$ cat src/rtl/tsl_pkg.sv
// Shared constants and types for the turn signal lamp controller
package tsl_pkg;

	// Decoded turn lever position; Gray order none, left, right
	typedef enum logic [1:0] {
		TSL_TURN_NONE = 2'h0,
		TSL_TURN_LEFT = 2'h1,
		TSL_TURN_RIGHT = 2'h3
	} tsl_turn_t;

	// Value of every lamp and sampled switch after reset
	localparam logic TSL_LAMP_RST = 1'h0;
	localparam logic TSL_SW_RST = 1'h0;
	localparam tsl_turn_t TSL_TURN_RST = TSL_TURN_NONE;

	// Depth of the reset release chain
	localparam int TSL_RST_STAGES = 2;

	// Bit positions inside one side's lamp group
	localparam int TSL_POS_FRONT = 2;
	localparam int TSL_POS_REAR = 1;
	localparam int TSL_POS_DASH = 0;
	localparam int TSL_SIDE_W = 3;

endpackage

$ cat src/rtl/tsl_lamp_ctrl.sv
// Turn signal, hazard, brake and parking lamp controller
`timescale 1ns/1ps
// Overview of operation
// [RULE1] Lever centre means no turn; up/down pick side
// [RULE2] Turning side's rear lamp blinks
// [RULE3] Turning side's front and dash lamps blink
// [RULE4] Hazard switch blinks all six lamps; brake holds non-turning rear lamps steady instead
// [RULE5] Brake holds rear lamps on unless turning
// [RULE6] Brake never touches front or dash lamps
// [RULE7] Blinking passes the slow flash wave through
// [RULE8] System supplies flash wave and dimming carrier
// [RULE9] Parking switch gates carrier onto exterior lamps
// [RULE10] Dashboard lamps never carry parking glow
// [RULE11] Six separate lamp outputs, three per side
// [RULE12] Dark exterior lamp shows carrier while parking
module tsl_lamp_ctrl
	import tsl_pkg::*;
(
	input wire logic clk,
	input wire logic rst_n,
	input wire logic lever_up,
	input wire logic lever_down,
	input wire logic hazard_request,
	input wire logic brake_switch,
	input wire logic park_switch,
	input wire logic flash_wave,
	input wire logic dim_wave,
	output logic lamp_left_front,
	output logic lamp_left_rear,
	output logic lamp_left_dash,
	output logic lamp_right_front,
	output logic lamp_right_rear,
	output logic lamp_right_dash
);

	logic rst_sync_n;

	// Lamps go dark at once on reset but wake only on a clock edge
	tsl_rst_sync u_rst_sync (
		.clk(clk),
		.rst_n(rst_n),
		.rst_sync_n(rst_sync_n)
	);

	// Lever decode; both contacts closed cannot happen on a
	// single-pole lever, so it is taken as a fault and means no turn
	function automatic tsl_turn_t tsl_lever_decode(
		input logic up,
		input logic down
	);
		tsl_turn_t turn;
		// Both contacts closed is the one illegal code
		unique case ({up, down})
			2'h0: begin
				turn = TSL_TURN_NONE; // see [RULE1]
			end
			2'h1: begin
				turn = TSL_TURN_LEFT; // see [RULE1]
			end
			2'h2: begin
				turn = TSL_TURN_RIGHT; // see [RULE1]
			end
			default: begin
				turn = TSL_TURN_NONE;
			end
		endcase
		return turn;
	endfunction

	// Lamp group of one side: front, rear, dash
	function automatic logic [TSL_SIDE_W-1:0] tsl_side_lamps(
		input logic turning,
		input logic hazard,
		input logic brake,
		input logic park,
		input logic flash,
		input logic dim
	);
		logic [TSL_SIDE_W-1:0] lamps;
		logic blink_sel;
		logic front;
		logic rear;
		logic dash;
		logic glow;

		lamps = '0;
		blink_sel = turning || hazard;
		glow = park && dim; // see [RULE9]

		// Front and dash follow only turn and hazard
		front = blink_sel && flash; // see [RULE3] see [RULE4] see [RULE6] see [RULE7]
		dash = blink_sel && flash; // see [RULE3] see [RULE4] see [RULE6] see [RULE7]

		// Own turn beats brake; brake beats hazard on the rear
		if (turning) begin
			rear = flash; // see [RULE2] see [RULE5] see [RULE7]
		end else if (brake) begin
			rear = 1'h1; // see [RULE5]
		end else begin
			rear = hazard && flash; // see [RULE4] see [RULE7]
		end

		// Glow only fills dark phases, so a lit filament stays fully lit
		front = front || glow; // see [RULE9] see [RULE12]
		rear = rear || glow; // see [RULE9] see [RULE12]

		lamps[TSL_POS_FRONT] = front;
		lamps[TSL_POS_REAR] = rear;
		lamps[TSL_POS_DASH] = dash; // see [RULE10]
		return lamps;
	endfunction

	// Input sample group
	logic up_ff;
	logic down_ff;
	logic hazard_ff;
	logic brake_ff;
	logic park_ff;
	logic flash_ff;
	logic dim_ff;

	logic nxt_up;
	logic nxt_down;
	logic nxt_hazard;
	logic nxt_brake;
	logic nxt_park;
	logic nxt_flash;
	logic nxt_dim;

	// Both waves are free-running from outside and only gated here
	always_comb begin
		nxt_up = lever_up;
		nxt_down = lever_down;
		nxt_hazard = hazard_request;
		nxt_brake = brake_switch;
		nxt_park = park_switch;
		nxt_flash = flash_wave; // see [RULE8]
		nxt_dim = dim_wave; // see [RULE8]
	end

	always_ff @(posedge clk or negedge rst_sync_n) begin
		if (!rst_sync_n) begin
			up_ff <= TSL_SW_RST;
			down_ff <= TSL_SW_RST;
			hazard_ff <= TSL_SW_RST;
			brake_ff <= TSL_SW_RST;
			park_ff <= TSL_SW_RST;
			flash_ff <= TSL_SW_RST;
			dim_ff <= TSL_SW_RST;
		end else begin
			up_ff <= nxt_up;
			down_ff <= nxt_down;
			hazard_ff <= nxt_hazard;
			brake_ff <= nxt_brake;
			park_ff <= nxt_park;
			flash_ff <= nxt_flash;
			dim_ff <= nxt_dim;
		end
	end

	// Lamp output group
	tsl_turn_t turn;
	logic [TSL_SIDE_W-1:0] left_lamps;
	logic [TSL_SIDE_W-1:0] right_lamps;
	logic turn_left;
	logic turn_right;
	logic nxt_left_front;
	logic nxt_left_rear;
	logic nxt_left_dash;
	logic nxt_right_front;
	logic nxt_right_rear;
	logic nxt_right_dash;

	logic left_front_ff;
	logic left_rear_ff;
	logic left_dash_ff;
	logic right_front_ff;
	logic right_rear_ff;
	logic right_dash_ff;

	always_comb begin
		turn = tsl_lever_decode(up_ff, down_ff);
		turn_left = (turn == TSL_TURN_LEFT); // see [RULE1]
		turn_right = (turn == TSL_TURN_RIGHT); // see [RULE1]

		left_lamps = tsl_side_lamps(turn_left, hazard_ff, brake_ff,
			park_ff, flash_ff, dim_ff);
		right_lamps = tsl_side_lamps(turn_right, hazard_ff, brake_ff,
			park_ff, flash_ff, dim_ff);

		nxt_left_front = left_lamps[TSL_POS_FRONT]; // see [RULE11]
		nxt_left_rear = left_lamps[TSL_POS_REAR]; // see [RULE11]
		nxt_left_dash = left_lamps[TSL_POS_DASH]; // see [RULE11]
		nxt_right_front = right_lamps[TSL_POS_FRONT]; // see [RULE11]
		nxt_right_rear = right_lamps[TSL_POS_REAR]; // see [RULE11]
		nxt_right_dash = right_lamps[TSL_POS_DASH]; // see [RULE11]
	end

	// Registered so lamp drivers never see decode glitches
	always_ff @(posedge clk or negedge rst_sync_n) begin
		if (!rst_sync_n) begin
			left_front_ff <= TSL_LAMP_RST;
			left_rear_ff <= TSL_LAMP_RST;
			left_dash_ff <= TSL_LAMP_RST;
			right_front_ff <= TSL_LAMP_RST;
			right_rear_ff <= TSL_LAMP_RST;
			right_dash_ff <= TSL_LAMP_RST;
		end else begin
			left_front_ff <= nxt_left_front;
			left_rear_ff <= nxt_left_rear;
			left_dash_ff <= nxt_left_dash;
			right_front_ff <= nxt_right_front;
			right_rear_ff <= nxt_right_rear;
			right_dash_ff <= nxt_right_dash;
		end
	end

	assign lamp_left_front = left_front_ff;
	assign lamp_left_rear = left_rear_ff;
	assign lamp_left_dash = left_dash_ff;
	assign lamp_right_front = right_front_ff;
	assign lamp_right_rear = right_rear_ff;
	assign lamp_right_dash = right_dash_ff;

endmodule

$ cat src/rtl/tsl_rst_sync.sv
// Reset release synchroniser for the turn signal lamp controller
`timescale 1ns/1ps
module tsl_rst_sync
	import tsl_pkg::*;
(
	input wire logic clk,
	input wire logic rst_n,
	output logic rst_sync_n
);

	logic [TSL_RST_STAGES-1:0] chain_ff;
	logic [TSL_RST_STAGES-1:0] nxt_chain;

	// Assert at once, release only after the chain fills with ones
	always_comb begin
		nxt_chain = {chain_ff[TSL_RST_STAGES-2:0], 1'h1};
	end

	always_ff @(posedge clk or negedge rst_n) begin
		if (!rst_n) begin
			chain_ff <= '0;
		end else begin
			chain_ff <= nxt_chain;
		end
	end

	assign rst_sync_n = chain_ff[TSL_RST_STAGES-1];

endmodule

$ cat config.mk
export PLATFORM = sky130hd
export DESIGN_NAME = tsl_lamp_ctrl
export DESIGN_NICKNAME = d
export VERILOG_FILES = /design/src/rtl/tsl_pkg.sv /design/src/rtl/tsl_lamp_ctrl.sv /design/src/rtl/tsl_rst_sync.sv
export SDC_FILE = /design/constraint.sdc
export NUM_CORES = 1
export LEC_CHECK = 0
export BUFFER_PORTS_ARGS = -buffer_cell sky130_fd_sc_hd__buf_2
export CORE_AREA = 2 2 39 41
export DETAILED_ROUTE_END_ITERATION = 7
export DIE_AREA = 0 0 41 43
export PLACE_DENSITY = 0.57
export SLEW_MARGIN = 20
export SYNTH_ARGS = -nofsm -noshare
export SYNTH_HDL_FRONTEND = slang
export SYNTH_HIERARCHICAL = 1
export SYNTH_SLANG_ARGS = --single-unit
$ cat constraint.sdc
create_clock -name clk -period 0.8 [get_ports clk]
set_clock_uncertainty 0.05 [all_clocks]
set_input_delay 0.16 -clock clk [delete_from_list [all_inputs] [get_ports clk]]
set_output_delay 0.16 -clock clk [all_outputs]
set_load 0.02 [all_outputs]
## After elaboration in Yosys (flattened, before gate mapping)

Cells that the tools add are included.

| cells by class | value |
|---|---|
| equality and inequality tests | 4 |
| mux-type cells | 4 |
| reductions and logical operators | 10 |

Operator list:

| cell | number |
|---|---|
| 1-bit logical OR | 6 |
| 2-bit by 1-bit == test with 1-bit output (second input constant) | 2 |
| 2-bit == test (second input constant) | 2 |
| 1-bit logical AND | 4 |
| 2-bit case mux with 2 select lines | 1 |
| 1-bit 2-to-1 mux | 3 |

| storage, ports and cells | value |
|---|---|
| register bits | 15 |
| bits of input ports | 9 |
| output and inout bits | 6 |

## Logic depth before layout (Yosys ltp)

| depth | value |
|---|---|
| depth after elaboration | 6 |
| mapped depth | 2 |
| mapped depth without buffers | 2 |

## By module

Netlist, hierarchy kept.

By module, submodules not included:

| module | instances | cells each | area an instance (sq um) | sequential area each (sq um) |
|---|---|---|---|---|
| tsl_lamp_ctrl | 1 | 25 | 415.4 | 325.3 |
| tsl_rst_sync | 1 | 3 | 53.8 | 50.0 |

## Worst setup path before layout

OpenSTA, ideal clock, no wires.

| timing | value |
|---|---|
| path type | register -> register |
| start | reg flash_ff |
| end | reg left_rear_ff, in the netlist lamp_left_rear |
| arrival | 0.686 ns |
| required time | 0.614 ns |
| slack | -0.072 ns |
| cell stages (with the launch flop) | 3 |
| buffers on the path | 0 |
| cell sequence | dfrtp_1 -> a22oi_4 -> o211ai_1 |

| on the way | value |
|---|---|
| cells in the longest elaborated chain, start to end | 4 |

Ends and longest elaborated chain:

| item | line | source |
|---|---|---|
| start: declaration | tsl_lamp_ctrl.sv:119 | `logic flash_ff;` |
| start signal: assignment | tsl_lamp_ctrl.sv:156 | `flash_ff <= nxt_flash;` |
| 1-bit logical AND | tsl_lamp_ctrl.sv:100 | `rear = hazard && flash;` |
| 1-bit 2-to-1 mux | tsl_lamp_ctrl.sv:97 | `end else if (brake) begin` |
| 1-bit 2-to-1 mux * | tsl_lamp_ctrl.sv:95 | `if (turning) begin` |
| 1-bit logical OR * | tsl_lamp_ctrl.sv:105 | `rear = rear \|\| glow;` |
| via nxt_left_rear | tsl_lamp_ctrl.sv:168 | `logic nxt_left_rear;` |
| end signal: assignment | tsl_lamp_ctrl.sv:210 | `left_rear_ff <= nxt_left_rear;` |
| end: declaration | tsl_lamp_ctrl.sv:175 | `logic left_rear_ff;` |

The timed path passes the listed nets; every way through them passes the cells marked *.

## Worst setup path after layout

| timing | value |
|---|---|
| start | reg right_rear_ff, in the netlist lamp_right_rear |
| end | out lamp_right_rear |

RTL lines:

| item | line | source |
|---|---|---|
| start: declaration | tsl_lamp_ctrl.sv:178 | `logic right_rear_ff;` |
| start signal: assignment | tsl_lamp_ctrl.sv:213 | `right_rear_ff <= nxt_right_rear;` |
| end: declaration | tsl_lamp_ctrl.sv:32 | `output logic lamp_right_rear,` |

No word-level cell between the ends.

==> run_results.csv <==
group,metric,value,unit
status,status,"finished, violations left",
status,violations,"setup timing",
synthesis,synth_cell_type_count,9,
timing,timing.final.setup_violations,12,
die,die_h,43,um
routing,routed_via_density,4.352,
final_layout,n_antenna_cell,0,
synthesis,post_synth_inst_count,28,
worst_setup_path,critPathMaxFanout,1,
synthesis,synth.top_cell.area_share,80.00,%
routing,detail_route.wirelength,772,um
routing,antenna_left,0,
synthesis,leading_register_cell_type_out_of_synthesis,"dfrtp_1",
die,fp.dieW,41,um
timing,final_period_minus_worst_setup_slack,990.9,ps
grt,grt_pass1_wl,1262,um
routing,route.vias.total,309,
routing,post_route_m1_wl,241,um
cts,max-clock-path-buffers,2,
die,ports,15,
placement,half_perimeter_wire_length_after_detailed_placement,518.9,um
worst_setup_path,end_kind,"primary output",
die,coreArea,1384,um2
worst_setup_path,slowest_delay,380,ps
final_layout,post_synthesis_to_final_layout_area_growth,55.73,%
cts,inserted_clock_buffers,3,
cts,clkSlewWorstSetupHoldPaths,80,ps
cts,htree_levels,1,
timing,setup_ws,-190.9,ps
worst_setup_path,ordered_list_of_cells_on_the_worst_path,"buf_6",
placement,portBuffers,14,
grt,first_global_vias,324,
power,power_per_cell_area,1961,nW/um2
cts,cts_tree,"yes",
placement,gp_routability_congestion,0.6454,
routing,wl_met3,55,um
routing,post_drt_wl_per_cell,10.87,um
grt,grt_start_max_net_pins,14,
final_layout,layout-drive-gt1-share,45.45,%
timing,final_max_slew_viols,0,
routing,first_iter_violations,0,
grt,grt_use_total,11.42,%
synthesis,synth_async_sr_flop_share,100.0,%
routing,met2_length,469,um
synthesis,synth_area,469.2,um2
final_layout,layout.cell_area.non_filler,730.7,um2
final_layout,layout.nets,65,
cts,clock_latency,270,ps
power,vdd_ir_max,0.9341,mV
worst_setup_path,arrival,780,ps
timing,report.final.hold_viol_count,0,
synthesis,synth_area_leaders,"dfrtp_1 80%, a22oi_4 4.5%, nand3b_1 3.2%",
worst_setup_path,critPathKind,"register to primary output",
placement,placed_area,559.3,um2
synthesis,top_count_cell_post_synth,"dfrtp_1",
grt,total_congestion_overflow,0,
worst_setup_path,critical_path_buf_inv_count,1,
synthesis,syn-mean-instance-area,16.76,um2
die,row_count,14,
worst_setup_path,start_kind,"register",
synthesis,ys_seq_area_share,80.00,%
synthesis,synthDominantAreaCellType,"dfrtp_1",
run,timing.max_cap.violations,0,
worst_setup_path,timing.critical_path.max_delay_family,"flip-flops",
worst_setup_path,crit_slowest_cell,"dfrtp_1",
synthesis,synth-edff-count,0,
timing,totalNegativeSetupSlack,-1679,ps
timing,finalCritPeriodShare,123.9,%
grt,antenna_violations_before_repair,0,
die,dieArea,1763,um2
routing,detailedRoute.firstPassIterationCount,1,
worst_setup_path,data_required_time_at_the_worst_endpoint,590,ps
die,start_util,33.91,%
worst_hold_path,min-delay-path-class,"input pin to async pin",
cts,cts_root_buf,"clkbuf_4",
cts,clock_sink_count,15,
routing,drc_errors,0,
timing,max_clock_freq,1.009,GHz
timing,setup_repair_after_global_routing_missed_its_margin,"yes",
synthesis,yosysWarningCount,6,
synthesis,ys_ff_latch,15,
routing,highest-signal-layer,"met4",
power,power.leakage,0.3503,nW
synthesis,synthesized_netlist_net_count,37,
[cells in the final DEF, fill, tap and decap left out]
master          n
buf_4           1
dlygate4sd3_1   8
clkbuf_4        3
conb_1          1
dfrtp_2         3
nand2_1         2
o21a_1          2
nand3b_1        2
buf_6           6
inv_1           1
buf_2           8
dfrtp_1        12
o211ai_1        2
clkinv_2        1
a22oi_4         1
nor2b_4         2
[worst paths after layout]
kind | start | end | slack (ps) | cells after the start
worst min register to register | u_rst_sync/chain_ff[1] | dim_ff | 160 | 0
worst max register to register | up_ff | lamp_right_dash | -120 | 2
worst min-delay path | rst_n | u_rst_sync/chain_ff[0] | 140 | 2
worst max-delay path | lamp_right_rear | lamp_right_rear | -190 | 1
max in group asynchronous | u_rst_sync/chain_ff[1] | down_ff | 180 | 0
min in group clk | u_rst_sync/chain_ff[0] | u_rst_sync/chain_ff[1] | 310 | 0
[worst register-to-register path, cell delays in order, from the launching register on]
cell,delay (ps)
dfrtp_2,440
nor2b_4,140
o21a_1,180
[layer usage]
metal  up-vias  global-route usage [%]
met5         -                       0
met4         0                   8.000
met3         2                   3.141
met2        12                   19.69
met1       151                   10.45
li1        144                       -
[flip-flops by register name (all words and copies together) (netlist names)]
signal and count:
u_rst_sync/chain_ff 2, park_ff 1, lamp_left_rear 1, lamp_right_front 1, brake_ff 1, lamp_left_front 1, up_ff 1, lamp_right_dash 1
lamp_right_rear 1, flash_ff 1, hazard_ff 1, dim_ff 1, down_ff 1, lamp_left_dash 1
[cells by family after synthesis]
family / synth area share [%]
DFF: 80.00
AOI/OAI and AO/OA: 10.93
buffers and inverters: 0.7992
other: 0.7992
and+or+nand+nor: 7.466
[stage by stage]
| stage | util [%] | setup WS (ps) | total power, mW | hold slack (ps) | instances |
|---|---|---|---|---|---|
| 6_report | 52.80 | -190.9 | 1.433 | 142.5 | 71 |
| 3_3_place_gp | 40.42 | -85.04 | 0.9635 | -106.6 | 58 |
| 2_1_floorplan | - | -57.39 | 0.9142 | -185.6 | 28 |
| 5_1_grt | 52.80 | -239.7 | 1.526 | 138.1 | 71 |
| 4_1_cts | 51.99 | -211.8 | 1.453 | 126.8 | 70 |
| 3_5_place_dp | 40.42 | -103.1 | 0.9697 | -104.1 | 58 |
[cell type report]
cell class / count / area, um2
clock inverters: 1 / 5.005
inverters: 1 / 3.754
multi-input cells: 12 / 105.1
clock buffers: 3 / 22.52
repair buffers: 23 / 195.2
flip-flops and latches: 15 / 379.1
well taps: 16 / 20.02
fillers: 127 / 653.1
[report_power, final]
group | total, mW | switching [mW] | internal, mW
combinational | 0.182 | 0.0694 | 0.113
sequential | 0.849 | 0.0432 | 0.806
clock | 0.401 | 0.216 | 0.185
[repair_timing]
action / 4_1_cts / 5_1_grt
pin swaps: 0 / 2
setup endpoints to repair: 12 / 12
gates resized for setup: 16 / 3
hold endpoints to repair: 9 / 0
setup buffers: 0 / 1
hold buffers: 8 / 0
No activity file was read; power rests on OpenSTA's default activity.
